<file path="config.mk">
export PLATFORM = sky130hd
export DESIGN_NAME = raf_filter_flat
export DESIGN_NICKNAME = d
export VERILOG_FILES = /design/src/rtl/raf_pkg.sv /design/src/rtl/raf_if.sv /design/src/rtl/raf_region_match.sv /design/src/rtl/raf_filter.sv /design/src/flat_wrapper.sv
export VERILOG_INCLUDE_DIRS = /design/src /design/src/rtl
export SDC_FILE = /design/constraint.sdc
export NUM_CORES = 2
export LEC_CHECK = 0
export BUFFER_PORTS_ARGS = -buffer_cell sky130_fd_sc_hd__buf_4
export CAP_MARGIN = 20
export CORE_AREA = 2 2 368 370
export DETAILED_ROUTE_END_ITERATION = 10
export DIE_AREA = 0 0 370 372
export PLACE_DENSITY = 0.55
export SYNTH_ARGS = -nofsm -noshare
export SYNTH_HDL_FRONTEND = slang
export SYNTH_SLANG_ARGS = --single-unit
</file>
<file path="constraint.sdc">
create_clock -name i_clk_sys -period 5 [get_ports i_clk_sys]
set_input_delay 0.75 -clock i_clk_sys [delete_from_list [all_inputs] [get_ports i_clk_sys]]
set_output_delay 0.75 -clock i_clk_sys [all_outputs]
set_load 0.05 [all_outputs]
</file>
<file path="src/rtl/raf_defines.svh">
// raf_defines.svh: offsets, field positions and timing counts of the filter
// assumes: included by bare name from the region match, filter and master files
`ifndef RAF_DEFINES_SVH
`define RAF_DEFINES_SVH
`define RAF_NREG        9
`define RAF_NSUB        8
`define RAF_SID_W       4
`define RAF_NSID        16
`define RAF_PAGE_LSB    12
`define RAF_PROT_NS_BIT 1
`define RAF_FAST_LAT    2'h1
`define RAF_NORM_LAT    2'h2
`define RAF_WR_LAT      2'h2
`define RAF_FAST_MAX    32
`define RAF_RESP_DENY   2'h0
`define RAF_DEF_SID     4'h0
`define RAF_VNET_W      2
`endif

</file>
<file path="src/rtl/raf_pkg.sv">
// raf_pkg: shared types of the region access filter
// assumes: compiled before the interface and all modules
package raf_pkg;
    typedef enum logic [1:0] {STG_IDLE, STG_DELAY, STG_SEND} raf_stg_e;
    typedef enum logic [1:0] {MS_IDLE, MS_ADDR, MS_WAIT} raf_mst_e;
    typedef logic [3:0] raf_sid_t;
    typedef logic [3:0] raf_rsel_t;
endpackage

</file>
<file path="src/rtl/raf_if.sv">
// raf_if: link between a requesting master end and one filter unit
// assumes: both ends share i_clk_sys; single-beat reads and writes
`timescale 1ns/1ps
`default_nettype none
interface raf_if #(
    parameter int ADDR_W = 32,
    parameter int DATA_W = 32
) ();
    logic                    ar_valid;
    logic                    ar_ready;
    logic [ADDR_W-1:0]       ar_addr;
    logic [2:0]              ar_prot;
    raf_pkg::raf_sid_t       ar_sid;
    logic                    ar_fast;
    logic                    aw_valid;
    logic                    aw_ready;
    logic [ADDR_W-1:0]       aw_addr;
    logic [2:0]              aw_prot;
    raf_pkg::raf_sid_t       aw_sid;
    logic [DATA_W-1:0]       w_data;
    logic [DATA_W/8-1:0]     w_strb;
    logic                    r_valid;
    logic                    r_ready;
    logic [DATA_W-1:0]       r_data;
    logic [1:0]              r_resp;
    logic                    b_valid;
    logic                    b_ready;
    logic [1:0]              b_resp;
    logic                    vn_enable;
    logic                    fast_full;

    modport filt (
        input  ar_valid, ar_addr, ar_prot, ar_sid, ar_fast,
        input  aw_valid, aw_addr, aw_prot, aw_sid, w_data, w_strb,
        input  r_ready, b_ready, vn_enable,
        output ar_ready, aw_ready, r_valid, r_data, r_resp,
        output b_valid, b_resp, fast_full
    );
    modport mst (
        output ar_valid, ar_addr, ar_prot, ar_sid, ar_fast,
        output aw_valid, aw_addr, aw_prot, aw_sid, w_data, w_strb,
        output r_ready, b_ready, vn_enable,
        input  ar_ready, aw_ready, r_valid, r_data, r_resp,
        input  b_valid, b_resp, fast_full
    );
endinterface
`default_nettype wire

</file>
<file path="src/rtl/raf_region_match.sv">
// raf_region_match: finds the enabled region 1..8 holding an address
// assumes: base/top are 4KB page numbers, region k in slice k-1
`timescale 1ns/1ps
`default_nettype none
`include "raf_defines.svh"
module raf_region_match #(
    parameter int ADDR_W = 32
) (
    input  wire logic [ADDR_W-1:0]                      i_addr,
    input  wire logic [`RAF_NSUB-1:0]                   i_en,
    input  wire logic [`RAF_NSUB*(ADDR_W-`RAF_PAGE_LSB)-1:0] i_base,
    input  wire logic [`RAF_NSUB*(ADDR_W-`RAF_PAGE_LSB)-1:0] i_top,
    output logic      [3:0]                             o_sel,
    output logic                                        o_overlap
);
    localparam int PGW = ADDR_W - `RAF_PAGE_LSB;
    logic [PGW-1:0]       page;
    logic [`RAF_NSUB-1:0] hit;

    assign page = i_addr[ADDR_W-1:`RAF_PAGE_LSB];

    for (genvar k = 0; k < `RAF_NSUB; k++) begin : g_reg
        assign hit[k] = i_en[k]
                      & (page >= i_base[k*PGW +: PGW])
                      & (page <= i_top[k*PGW +: PGW]);
    end

    // region 0 is the fallback and is never a hit, so it cannot overlap
    always_comb begin
        o_sel = 4'h0;
        for (int k = `RAF_NSUB - 1; k >= 0; k--) begin
            if (hit[k]) begin
                o_sel = 4'(k + 1);
            end
        end
    end

    assign o_overlap = |(hit & (hit - 8'h01));
endmodule
`default_nettype wire

</file>
<file path="src/rtl/raf_filter.sv">
// raf_filter: one filter unit between the link and the protected slave
// assumes: slave answers in issue order; config inputs are quasi-static
`timescale 1ns/1ps
`default_nettype none
`include "raf_defines.svh"
module raf_filter #(
    parameter int ADDR_W     = 32,
    parameter int DATA_W     = 32,
    parameter int FAST_DEPTH = 8,
    parameter int NORM_DEPTH = 64,
    parameter int ADDR_SLICE = 0,
    parameter logic [`RAF_VNET_W-1:0] NORM_VNET = 2'h0
) (
    input  wire logic                        i_clk_sys,
    input  wire logic                        i_nrst,
    raf_if.filt                              lnk,
    input  wire logic [`RAF_NSUB-1:0]        i_region_en,
    input  wire logic [`RAF_NSUB*(ADDR_W-`RAF_PAGE_LSB)-1:0] i_region_base,
    input  wire logic [`RAF_NSUB*(ADDR_W-`RAF_PAGE_LSB)-1:0] i_region_top,
    input  wire logic [`RAF_NREG-1:0]        i_sec_rd_en,
    input  wire logic [`RAF_NREG-1:0]        i_sec_wr_en,
    input  wire logic [`RAF_NREG*`RAF_NSID-1:0] i_region_source_permit_rd,
    input  wire logic [`RAF_NREG*`RAF_NSID-1:0] i_region_source_permit_wr,
    input  wire logic                        i_spec_rd_off,
    input  wire logic                        i_spec_wr_off,
    input  wire logic [`RAF_VNET_W-1:0]      i_fast_path_network_select,
    input  wire logic                        i_overlap_clear,
    output logic                             o_overlap_status,
    output logic                             o_ds_ar_valid,
    input  wire logic                        i_ds_ar_ready,
    output logic      [ADDR_W-1:0]           o_ds_ar_addr,
    output logic      [2:0]                  o_ds_ar_prot,
    output logic      [`RAF_VNET_W-1:0]      o_ds_ar_vnet,
    input  wire logic                        i_ds_r_valid,
    output logic                             o_ds_r_ready,
    input  wire logic [DATA_W-1:0]           i_ds_r_data,
    input  wire logic [1:0]                  i_ds_r_resp,
    output logic                             o_ds_aw_valid,
    input  wire logic                        i_ds_aw_ready,
    output logic      [ADDR_W-1:0]           o_ds_aw_addr,
    output logic      [2:0]                  o_ds_aw_prot,
    output logic      [DATA_W-1:0]           o_ds_w_data,
    output logic      [DATA_W/8-1:0]         o_ds_w_strb,
    input  wire logic                        i_ds_b_valid,
    output logic                             o_ds_b_ready,
    input  wire logic [1:0]                  i_ds_b_resp
);
    localparam int PW = $clog2(NORM_DEPTH);
    localparam int FW = $clog2(FAST_DEPTH + 1);

    if (FAST_DEPTH < 1 || FAST_DEPTH > `RAF_FAST_MAX
        || NORM_DEPTH <= FAST_DEPTH || (1 << PW) != NORM_DEPTH
        || ADDR_SLICE < 0 || ADDR_SLICE > 1) begin : g_bad_cfg
        $error("raf_filter: unsupported depth or slice parameters");
    end

    typedef struct packed {
        raf_pkg::raf_stg_e        rs;
        logic [1:0]               rcnt;
        logic [ADDR_W-1:0]        raddr;
        logic [2:0]               rprot;
        logic [`RAF_VNET_W-1:0]   rvnet;
        logic                     rfail;
        logic                     rspec;
        logic                     rfast;
        logic [NORM_DEPTH-1:0]    rfq;
        logic [NORM_DEPTH-1:0]    rffq;
        logic [PW-1:0]            rhead;
        logic [PW-1:0]            rtail;
        logic [PW:0]              rout;
        logic [FW-1:0]            rfo;
        logic                     rv;
        logic [DATA_W-1:0]        rdata;
        logic [1:0]               rresp;
        raf_pkg::raf_stg_e        ws;
        logic [1:0]               wcnt;
        logic [ADDR_W-1:0]        waddr;
        logic [2:0]               wprot;
        logic [DATA_W-1:0]        wdata;
        logic [DATA_W/8-1:0]      wstrb;
        logic                     wfail;
        logic                     wspec;
        logic [PW:0]              wout;
        logic                     bv;
        logic [1:0]               bresp;
        logic                     ovl;
    } raf_filt_s;

    raf_filt_s s_r;
    raf_filt_s s_nxt;

    raf_pkg::raf_rsel_t rsel;
    raf_pkg::raf_rsel_t wsel;
    logic               rovl;
    logic               wovl;
    logic               r_ok;
    logic               w_ok;
    logic               r_spec;
    logic               w_spec;
    logic               r_fast;
    logic               fast_full;
    logic               r_fwd;
    logic               w_fwd;
    logic               r_push;
    logic               r_pop;
    logic               w_push;
    logic               w_pop;
    logic               ar_take;
    logic               aw_take;

    // region 0 is implicit: a miss on 1..8 selects it
    raf_region_match #(.ADDR_W(ADDR_W)) u_rd_match (
        .i_addr    (lnk.ar_addr),
        .i_en      (i_region_en),
        .i_base    (i_region_base),
        .i_top     (i_region_top),
        .o_sel     (rsel),
        .o_overlap (rovl)
    );
    raf_region_match #(.ADDR_W(ADDR_W)) u_wr_match (
        .i_addr    (lnk.aw_addr),
        .i_en      (i_region_en),
        .i_base    (i_region_base),
        .i_top     (i_region_top),
        .o_sel     (wsel),
        .o_overlap (wovl)
    );

    // secure uses only its own enable; nonsecure the identity bit
    assign r_ok = !lnk.ar_prot[`RAF_PROT_NS_BIT]
                ? i_sec_rd_en[rsel]
                : i_region_source_permit_rd[{rsel, lnk.ar_sid}];
    assign w_ok = !lnk.aw_prot[`RAF_PROT_NS_BIT]
                ? i_sec_wr_en[wsel]
                : i_region_source_permit_wr[{wsel, lnk.aw_sid}];

    assign r_spec    = lnk.vn_enable | ~i_spec_rd_off;
    assign w_spec    = lnk.vn_enable | ~i_spec_wr_off;
    assign fast_full = s_r.rfo >= FW'(FAST_DEPTH);
    // a full fast path falls back to the normal path instead of stalling
    assign r_fast    = lnk.ar_fast & r_spec & ~fast_full;
    assign r_fwd     = ~s_r.rfail | s_r.rspec;
    assign w_fwd     = ~s_r.wfail | s_r.wspec;

    assign ar_take = lnk.ar_valid & lnk.ar_ready;
    assign aw_take = lnk.aw_valid & lnk.aw_ready;
    assign r_push  = o_ds_ar_valid & i_ds_ar_ready;
    assign w_push  = o_ds_aw_valid & i_ds_aw_ready;
    assign r_pop   = i_ds_r_valid & o_ds_r_ready;
    assign w_pop   = i_ds_b_valid & o_ds_b_ready;

    assign lnk.ar_ready  = s_r.rs == raf_pkg::STG_IDLE;
    assign lnk.aw_ready  = s_r.ws == raf_pkg::STG_IDLE;
    assign lnk.r_valid   = s_r.rv;
    assign lnk.r_data    = s_r.rdata;
    assign lnk.r_resp    = s_r.rresp;
    assign lnk.b_valid   = s_r.bv;
    assign lnk.b_resp    = s_r.bresp;
    assign lnk.fast_full = fast_full;

    assign o_ds_ar_valid = (s_r.rs == raf_pkg::STG_SEND) & r_fwd
                         & (s_r.rout < (PW+1)'(NORM_DEPTH));
    assign o_ds_ar_addr  = s_r.raddr;
    assign o_ds_ar_prot  = s_r.rprot;
    assign o_ds_ar_vnet  = s_r.rvnet;
    assign o_ds_r_ready  = ~s_r.rv & (s_r.rout != '0);
    assign o_ds_aw_valid = (s_r.ws == raf_pkg::STG_SEND) & w_fwd
                         & (s_r.wout < (PW+1)'(NORM_DEPTH));
    assign o_ds_aw_addr  = s_r.waddr;
    assign o_ds_aw_prot  = s_r.wprot;
    assign o_ds_w_data   = s_r.wdata;
    assign o_ds_w_strb   = s_r.wstrb;
    assign o_ds_b_ready  = ~s_r.bv & (s_r.wout != '0);
    assign o_overlap_status = s_r.ovl;

    always_comb begin
        s_nxt = s_r;
        if (s_r.rv & lnk.r_ready) begin
            s_nxt.rv = 1'b0;
        end
        if (s_r.bv & lnk.b_ready) begin
            s_nxt.bv = 1'b0;
        end
        case (s_r.rs)
            raf_pkg::STG_IDLE: begin
                if (lnk.ar_valid) begin
                    s_nxt.rs    = raf_pkg::STG_DELAY;
                    // normal path costs one cycle more
                    s_nxt.rcnt  = (r_fast ? `RAF_FAST_LAT : `RAF_NORM_LAT)
                                + 2'(ADDR_SLICE) - 2'h1;
                    s_nxt.raddr = lnk.ar_addr;
                    s_nxt.rprot = lnk.ar_prot;
                    s_nxt.rfail = ~r_ok;
                    s_nxt.rspec = r_spec;
                    s_nxt.rfast = r_fast;
                    s_nxt.rvnet = (r_fast & lnk.vn_enable)
                                ? i_fast_path_network_select : NORM_VNET;
                end
            end
            raf_pkg::STG_DELAY: begin
                if (s_r.rcnt == 2'h0) begin
                    s_nxt.rs = raf_pkg::STG_SEND;
                end else begin
                    s_nxt.rcnt = s_r.rcnt - 2'h1;
                end
            end
            raf_pkg::STG_SEND: begin
                if (r_push) begin
                    s_nxt.rs = raf_pkg::STG_IDLE;
                end else if (~r_fwd & (s_r.rout == '0) & ~s_r.rv) begin
                    // wait for older reads so answers keep their order
                    s_nxt.rs    = raf_pkg::STG_IDLE;
                    s_nxt.rv    = 1'b1;
                    s_nxt.rdata = '0;
                    s_nxt.rresp = `RAF_RESP_DENY;
                end
            end
            default: s_nxt.rs = raf_pkg::STG_IDLE;
        endcase
        case (s_r.ws)
            raf_pkg::STG_IDLE: begin
                if (lnk.aw_valid) begin
                    s_nxt.ws    = raf_pkg::STG_DELAY;
                    s_nxt.wcnt  = `RAF_WR_LAT + 2'(ADDR_SLICE) - 2'h1;
                    s_nxt.waddr = lnk.aw_addr;
                    s_nxt.wprot = lnk.aw_prot;
                    s_nxt.wdata = w_ok ? lnk.w_data : '0;
                    s_nxt.wstrb = w_ok ? lnk.w_strb : '0;
                    s_nxt.wfail = ~w_ok;
                    s_nxt.wspec = w_spec;
                end
            end
            raf_pkg::STG_DELAY: begin
                if (s_r.wcnt == 2'h0) begin
                    s_nxt.ws = raf_pkg::STG_SEND;
                end else begin
                    s_nxt.wcnt = s_r.wcnt - 2'h1;
                end
            end
            raf_pkg::STG_SEND: begin
                if (w_push) begin
                    s_nxt.ws = raf_pkg::STG_IDLE;
                end else if (~w_fwd & (s_r.wout == '0) & ~s_r.bv) begin
                    s_nxt.ws    = raf_pkg::STG_IDLE;
                    s_nxt.bv    = 1'b1;
                    s_nxt.bresp = `RAF_RESP_DENY;
                end
            end
            default: s_nxt.ws = raf_pkg::STG_IDLE;
        endcase
        if (r_push) begin
            s_nxt.rfq[s_r.rtail]  = s_r.rfail;
            s_nxt.rffq[s_r.rtail] = s_r.rfast;
            s_nxt.rtail = s_r.rtail + 1'b1;
        end
        if (r_pop) begin
            s_nxt.rv    = 1'b1;
            s_nxt.rdata = s_r.rfq[s_r.rhead] ? '0 : i_ds_r_data;
            s_nxt.rresp = i_ds_r_resp;
            s_nxt.rhead = s_r.rhead + 1'b1;
        end
        if (w_pop) begin
            s_nxt.bv    = 1'b1;
            s_nxt.bresp = i_ds_b_resp;
        end
        s_nxt.rout = s_r.rout + (PW+1)'(r_push) - (PW+1)'(r_pop);
        s_nxt.wout = s_r.wout + (PW+1)'(w_push) - (PW+1)'(w_pop);
        s_nxt.rfo  = s_r.rfo + FW'(r_push & s_r.rfast)
                   - FW'(r_pop & s_r.rffq[s_r.rhead]);
        // a new overlap in the clearing cycle wins over the clear
        s_nxt.ovl  = (ar_take & rovl) | (aw_take & wovl)
                   | (s_r.ovl & ~i_overlap_clear);
    end

    always_ff @(posedge i_clk_sys or negedge i_nrst) begin
        if (!i_nrst) begin
            s_r <= '0;
        end else begin
            s_r <= s_nxt;
        end
    end
endmodule
`default_nettype wire

</file>
<file path="src/flat_wrapper.sv">
// flat-port wrapper written by rule: the top's interface ports become plain ports
module raf_filter_flat 
#(
    parameter int ADDR_W     = 32,
    parameter int DATA_W     = 32,
    parameter int FAST_DEPTH = 8,
    parameter int NORM_DEPTH = 64,
    parameter int ADDR_SLICE = 0,
    parameter logic [`RAF_VNET_W-1:0] NORM_VNET = 2'h0
)
  (i_clk_sys, i_nrst, i_region_en, i_region_base, i_region_top, i_sec_rd_en, i_sec_wr_en, i_region_source_permit_rd, i_region_source_permit_wr, i_spec_rd_off, i_spec_wr_off, i_fast_path_network_select, i_overlap_clear, o_overlap_status, o_ds_ar_valid, i_ds_ar_ready, o_ds_ar_addr, o_ds_ar_prot, o_ds_ar_vnet, i_ds_r_valid, o_ds_r_ready, i_ds_r_data, i_ds_r_resp, o_ds_aw_valid, i_ds_aw_ready, o_ds_aw_addr, o_ds_aw_prot, o_ds_w_data, o_ds_w_strb, i_ds_b_valid, o_ds_b_ready, i_ds_b_resp, lnk_ar_valid, lnk_ar_addr, lnk_ar_prot, lnk_ar_sid, lnk_ar_fast, lnk_aw_valid, lnk_aw_addr, lnk_aw_prot, lnk_aw_sid, lnk_w_data, lnk_w_strb, lnk_r_ready, lnk_b_ready, lnk_vn_enable, lnk_ar_ready, lnk_aw_ready, lnk_r_valid, lnk_r_data, lnk_r_resp, lnk_b_valid, lnk_b_resp, lnk_fast_full);
  raf_if #(.ADDR_W(ADDR_W), .DATA_W(DATA_W)) lnk_i ();
  input  wire logic i_clk_sys;
  input  wire logic i_nrst;
  input  wire logic [`RAF_NSUB-1:0] i_region_en;
  input  wire logic [`RAF_NSUB*(ADDR_W-`RAF_PAGE_LSB)-1:0] i_region_base;
  input  wire logic [`RAF_NSUB*(ADDR_W-`RAF_PAGE_LSB)-1:0] i_region_top;
  input  wire logic [`RAF_NREG-1:0] i_sec_rd_en;
  input  wire logic [`RAF_NREG-1:0] i_sec_wr_en;
  input  wire logic [`RAF_NREG*`RAF_NSID-1:0] i_region_source_permit_rd;
  input  wire logic [`RAF_NREG*`RAF_NSID-1:0] i_region_source_permit_wr;
  input  wire logic i_spec_rd_off;
  input  wire logic i_spec_wr_off;
  input  wire logic [`RAF_VNET_W-1:0] i_fast_path_network_select;
  input  wire logic i_overlap_clear;
  output logic o_overlap_status;
  output logic o_ds_ar_valid;
  input  wire logic i_ds_ar_ready;
  output logic      [ADDR_W-1:0] o_ds_ar_addr;
  output logic      [2:0] o_ds_ar_prot;
  output logic      [`RAF_VNET_W-1:0] o_ds_ar_vnet;
  input  wire logic i_ds_r_valid;
  output logic o_ds_r_ready;
  input  wire logic [DATA_W-1:0] i_ds_r_data;
  input  wire logic [1:0] i_ds_r_resp;
  output logic o_ds_aw_valid;
  input  wire logic i_ds_aw_ready;
  output logic      [ADDR_W-1:0] o_ds_aw_addr;
  output logic      [2:0] o_ds_aw_prot;
  output logic      [DATA_W-1:0] o_ds_w_data;
  output logic      [DATA_W/8-1:0] o_ds_w_strb;
  input  wire logic i_ds_b_valid;
  output logic o_ds_b_ready;
  input  wire logic [1:0] i_ds_b_resp;
  input wire logic [$bits(lnk_i.ar_valid)-1:0] lnk_ar_valid;
  input wire logic [$bits(lnk_i.ar_addr)-1:0] lnk_ar_addr;
  input wire logic [$bits(lnk_i.ar_prot)-1:0] lnk_ar_prot;
  input wire logic [$bits(lnk_i.ar_sid)-1:0] lnk_ar_sid;
  input wire logic [$bits(lnk_i.ar_fast)-1:0] lnk_ar_fast;
  input wire logic [$bits(lnk_i.aw_valid)-1:0] lnk_aw_valid;
  input wire logic [$bits(lnk_i.aw_addr)-1:0] lnk_aw_addr;
  input wire logic [$bits(lnk_i.aw_prot)-1:0] lnk_aw_prot;
  input wire logic [$bits(lnk_i.aw_sid)-1:0] lnk_aw_sid;
  input wire logic [$bits(lnk_i.w_data)-1:0] lnk_w_data;
  input wire logic [$bits(lnk_i.w_strb)-1:0] lnk_w_strb;
  input wire logic [$bits(lnk_i.r_ready)-1:0] lnk_r_ready;
  input wire logic [$bits(lnk_i.b_ready)-1:0] lnk_b_ready;
  input wire logic [$bits(lnk_i.vn_enable)-1:0] lnk_vn_enable;
  output wire logic [$bits(lnk_i.ar_ready)-1:0] lnk_ar_ready;
  output wire logic [$bits(lnk_i.aw_ready)-1:0] lnk_aw_ready;
  output wire logic [$bits(lnk_i.r_valid)-1:0] lnk_r_valid;
  output wire logic [$bits(lnk_i.r_data)-1:0] lnk_r_data;
  output wire logic [$bits(lnk_i.r_resp)-1:0] lnk_r_resp;
  output wire logic [$bits(lnk_i.b_valid)-1:0] lnk_b_valid;
  output wire logic [$bits(lnk_i.b_resp)-1:0] lnk_b_resp;
  output wire logic [$bits(lnk_i.fast_full)-1:0] lnk_fast_full;
  assign lnk_i.ar_valid = lnk_ar_valid;
  assign lnk_i.ar_addr = lnk_ar_addr;
  assign lnk_i.ar_prot = lnk_ar_prot;
  assign lnk_i.ar_sid = lnk_ar_sid;
  assign lnk_i.ar_fast = lnk_ar_fast;
  assign lnk_i.aw_valid = lnk_aw_valid;
  assign lnk_i.aw_addr = lnk_aw_addr;
  assign lnk_i.aw_prot = lnk_aw_prot;
  assign lnk_i.aw_sid = lnk_aw_sid;
  assign lnk_i.w_data = lnk_w_data;
  assign lnk_i.w_strb = lnk_w_strb;
  assign lnk_i.r_ready = lnk_r_ready;
  assign lnk_i.b_ready = lnk_b_ready;
  assign lnk_i.vn_enable = lnk_vn_enable;
  assign lnk_ar_ready = lnk_i.ar_ready;
  assign lnk_aw_ready = lnk_i.aw_ready;
  assign lnk_r_valid = lnk_i.r_valid;
  assign lnk_r_data = lnk_i.r_data;
  assign lnk_r_resp = lnk_i.r_resp;
  assign lnk_b_valid = lnk_i.b_valid;
  assign lnk_b_resp = lnk_i.b_resp;
  assign lnk_fast_full = lnk_i.fast_full;
  raf_filter #(.ADDR_W(ADDR_W), .DATA_W(DATA_W), .FAST_DEPTH(FAST_DEPTH), .NORM_DEPTH(NORM_DEPTH), .ADDR_SLICE(ADDR_SLICE), .NORM_VNET(NORM_VNET)) u_core (.i_clk_sys(i_clk_sys), .i_nrst(i_nrst), .lnk(lnk_i), .i_region_en(i_region_en), .i_region_base(i_region_base), .i_region_top(i_region_top), .i_sec_rd_en(i_sec_rd_en), .i_sec_wr_en(i_sec_wr_en), .i_region_source_permit_rd(i_region_source_permit_rd), .i_region_source_permit_wr(i_region_source_permit_wr), .i_spec_rd_off(i_spec_rd_off), .i_spec_wr_off(i_spec_wr_off), .i_fast_path_network_select(i_fast_path_network_select), .i_overlap_clear(i_overlap_clear), .o_overlap_status(o_overlap_status), .o_ds_ar_valid(o_ds_ar_valid), .i_ds_ar_ready(i_ds_ar_ready), .o_ds_ar_addr(o_ds_ar_addr), .o_ds_ar_prot(o_ds_ar_prot), .o_ds_ar_vnet(o_ds_ar_vnet), .i_ds_r_valid(i_ds_r_valid), .o_ds_r_ready(o_ds_r_ready), .i_ds_r_data(i_ds_r_data), .i_ds_r_resp(i_ds_r_resp), .o_ds_aw_valid(o_ds_aw_valid), .i_ds_aw_ready(i_ds_aw_ready), .o_ds_aw_addr(o_ds_aw_addr), .o_ds_aw_prot(o_ds_aw_prot), .o_ds_w_data(o_ds_w_data), .o_ds_w_strb(o_ds_w_strb), .i_ds_b_valid(i_ds_b_valid), .o_ds_b_ready(o_ds_b_ready), .i_ds_b_resp(i_ds_b_resp));
endmodule
</file>
==> summary.txt <==
Run status
  • Status: finished clean

Route
  • Pre-antenna DRT Iters: 5
  • Via density: between 5 and 6
  • Final WL: 158000 um
  • Initial DRC count: 1996
  • Vias: 30400
  • DRC: 0
  • WL per Instance: 26.2 um
  • DRT antenna net count: 0

Critical path
  • Reg2Reg Setup Slack: 1340 ps
  • Critical path arrival: 4930 ps
  • Max stage delay on crit path: 740 ps
  • CP Cell Sequence: buf_4, inv_1, buf_4, ha_1, nor2_1, a21oi_1, o31a_1, o41ai_1, a211oi_1, a22oi_2, o21ai_2, mux2_4, a311oi_4, a22oi_4, buf_12, a22o_1
  • Worst setup EP type: flip-flop
  • Crit path launch type: input pin
  • Critical Path Fanout Max: 37
  • Crit-path leading delay family: compound AO/OA/AOI/OAI gates
  • FF-to-FF End: u_core.s_r[125]$_DFF_PN0_
  • R2r startpoint: u_core.s_r[140]$_DFFE_PN0P_
  • Most used cell, CP: buf_4
  • WP buf/inv: 4
  • Critical-path top delay cell: o41ai_1
  • CP required: approximately 5500 ps
  • Critical setup path kind: input pin to flip-flop
  • R2R depth: 11

Synthesis
  • Top cells by area, synth: ha_1 26%, dfrtp_1 24%, mux4_2 8.9%
  • Register area share after synthesis: between 20% and 30%
  • Flops & latches, synth: 318
  • Ys async rst share: between 90% and 100%
  • Syn_area_per_cell: 9.61 um2
  • Post-synthesis cell type count: slightly below 100
  • Dominant synthesized flop cell: dfrtp_1
  • Top-count cell post-synth: ha_1
  • Top cells by count, synth: 667 x ha_1, 378 x inv_1, 336 x nand2_1
  • Dominant cell type by area after synthesis: ha_1
  • Cells after Synth: 3406
  • Yosys warnings: 0
  • Post-synth EDFFs: 0
  • Syn Nets: a little under 5000
  • Post-Syn Area: 32700 um2
  • Yosys top cell area share: between 20% and 30%

Floorplan
  • Die Area: 138000 um2
  • Num rows: 135
  • Core Region: 134000 um2
  • Num ports: roughly 960
  • Initial Util: 24.4%
  • Die Span Y: 372 um
  • Die Wd: 370 um

Flow run
  • Max-Cap Viols: 0

Clock tree
  • Clock transition at path regs: 60 ps
  • Num CTS Buffers: 39
  • Clk sinks: 318
  • Post_cts resized: 0
  • Post-CTS Setup Inserts: 0
  • CTS H-Tree Depth: 2
  • CTS Hold Buffers Added: 0
  • Clk Tree Root Cell: clkbuf_16
  • Worst-Skew Late Latency: 580 ps
  • Max Root-Sink Buffers: 3
  • CTS tree: built

Timing
  • Final worst path period need: 4470 ps
  • Tightest Pin Transition: 1050 ps
  • Worst slew margin: 30.1%
  • Hold_ws: 215 ps
  • Final slew viol count: 0
  • F_max: 224 MHz
  • # setup viols final: 0
  • RSZ-0062 raised after global routing: no
  • Final hold violations: 0
  • Clk_skew: 29.9 ps
  • Final period util: about nine tenths

Cells and area
  • Area growth from synthesis to final layout: 29.8%
  • Multi-input logic area: 21900 um2
  • # fillers: 14000
  • Post-layout util: 31.6%
  • Register area: around 8000 um2
  • Layout cells sized above 1: 32.3%
  • Final net count: approximately 5700

Pwr
  • PwrDens: 337 nW/um2
  • Worst VDD drop: roughly 0.00023 V
  • Leakage Power: about 22 nW

Min path
  • Hold Crit Class: input pin to async pin

GRT
  • First-pass GRT wire length: 219000 um
  • Initial antenna violation count: 40
  • Largest net degree at the start of global routing: 110
  • Gr ovfl total: 0
  • GRT Util Overall: 22.1%
  • Vias in the first global route: a little over 30000

Place
  • Port Buffer Count: 954
  • Post-DP HPWL: roughly 130000 um
  • RePlAce Congestion: between 0.9 and 1
## per-layer routing
metal / wire [um] / vias up / track usage (%)
li1: - / 14000 / -
met1: 62700 / 14800 / 26.2
met2: 76400 / 1220 / 38.2
met3: 10800 / 341 / 4.47
met4: 7830 / 30 / 9.94
met5: 171 / - / 0
## report_power, final
group	internal, mW	switching (mW)
registers	3.24	0.583
logic	2.65	4.73
clock network	1.88	1.20
total	7.77	6.52
## kinds of logic after synthesis
group	Yosys count	share of synthesized area [%]
adder cells (fa/ha/maj)	672	25.8
AO/OA/AOI/OAI	714	15.2
AND/OR/NAND/NOR	797	11.6
XOR/XNOR	24	0.642
multiplexers	267	13.7
buffers and inverters	614	8.82
flip-flops	318	24.3
## final cells by class
cell class | count | share of cell area [%]
flip-flops and latches | 318 | 18.7
well taps | 1781 | 5.25
inverters | 378 | 3.34
clock buffers | 47 | 2.49
repair buffers | 995 | 17.7
diodes | 8 | 0.0471
clock inverters | 21 | 0.798
multi-input cells | 2474 | 51.6
## worst reg2reg max path, stage by stage (launching register included)
cell and delay [ps]:
dfrtp_2 630, buf_12 290, mux4_2 570, mux4_2 490
mux2_2 280, o211a_1 250, ha_1 280, inv_1 50
ha_1 160, inv_1 50, fa_1 380, xnor2_1 130
## stage by stage
stage / total power, mW / std cells / TNS (ps) / setup WS [ps] / cell area [um2]
after CTS: 14.5 / 6013 / 0 / 611 / 42400
after global placement: 11.2 / 5945 / -56.3 / -6.20 / 41000
after global routing: 15.2 / 6019 / 0 / 409 / 42500
after floorplan: 8.93 / 3406 / 0 / 1030 / 32700
after detailed placement: 11.3 / 5945 / -28.8 / -9.85 / 41000
final: 14.3 / 6022 / 0 / 528 / 42500
## sequential cells by signal (all words and copies together) (netlist names)
name and cells:
u_core.lnk.b_valid 1, u_core.s_r 171, u_core.lnk.r_valid 1, u_core.lnk.r_data 32
u_core.o_ds_ar_prot 3, u_core.lnk.r_resp 2, u_core.lnk.b_resp 2, u_core.o_ds_ar_addr 32
u_core.o_ds_aw_prot 3, u_core.o_ds_w_data 32, u_core.o_ds_w_strb 4, u_core.o_ds_ar_vnet 2
u_core.o_ds_aw_addr 32, u_core.o_overlap_status 1
## how the worst max path moves through the flow
| stage | start | end | cells after the start |
|---|---|---|---|
| 2_1_floorplan | u_core.s_r[140]$_DFFE_PN0P_ | u_core.s_r[125]$_DFF_PN0_ | 14 |
| 3_3_place_gp | lnk_aw_addr[12] | u_core.o_ds_w_data[20]$_DFFE_PN0P_ | 16 |
| 3_5_place_dp | lnk_aw_addr[12] | u_core.o_ds_w_data[22]$_DFFE_PN0P_ | 16 |
| 4_1_cts | lnk_aw_addr[12] | u_core.o_ds_w_data[22]$_DFFE_PN0P_ | 16 |
| 5_1_grt | lnk_aw_addr[12] | u_core.o_ds_w_data[22]$_DFFE_PN0P_ | 16 |
| 6_report | lnk_aw_addr[12] | u_core.o_ds_w_data[22]$_DFFE_PN0P_ | 16 |
## cells in the final DEF (no fill, tap or decap), types with 9 or more instances in the layout
cell type,netlist,routed
nand3_1,53,53
a21o_1,103,103
a22o_1,72,72
nand4_1,90,90
nor2_1,148,148
and4_1,21,21
o211a_1,10,10
mux2_2,132,132
mux4_2,130,130
clkbuf_16,0,39
o31ai_1,13,13
o211ai_1,23,23
o21ai_0,96,96
nand2_1,336,334
ha_1,667,667
inv_1,378,378
buf_4,145,990
nor4_1,14,13
dfrtp_1,318,315
and3_1,9,9
nor3_1,22,22
nand2b_1,20,20
a21oi_1,202,202
a221oi_1,14,14
nor2b_1,34,33
xnor2_1,17,17
a211o_1,11,11
o21a_1,17,17
and2_1,11,9
a31oi_1,12,11
a211oi_1,27,26
No activity file was read; power rests on OpenSTA's default activity.
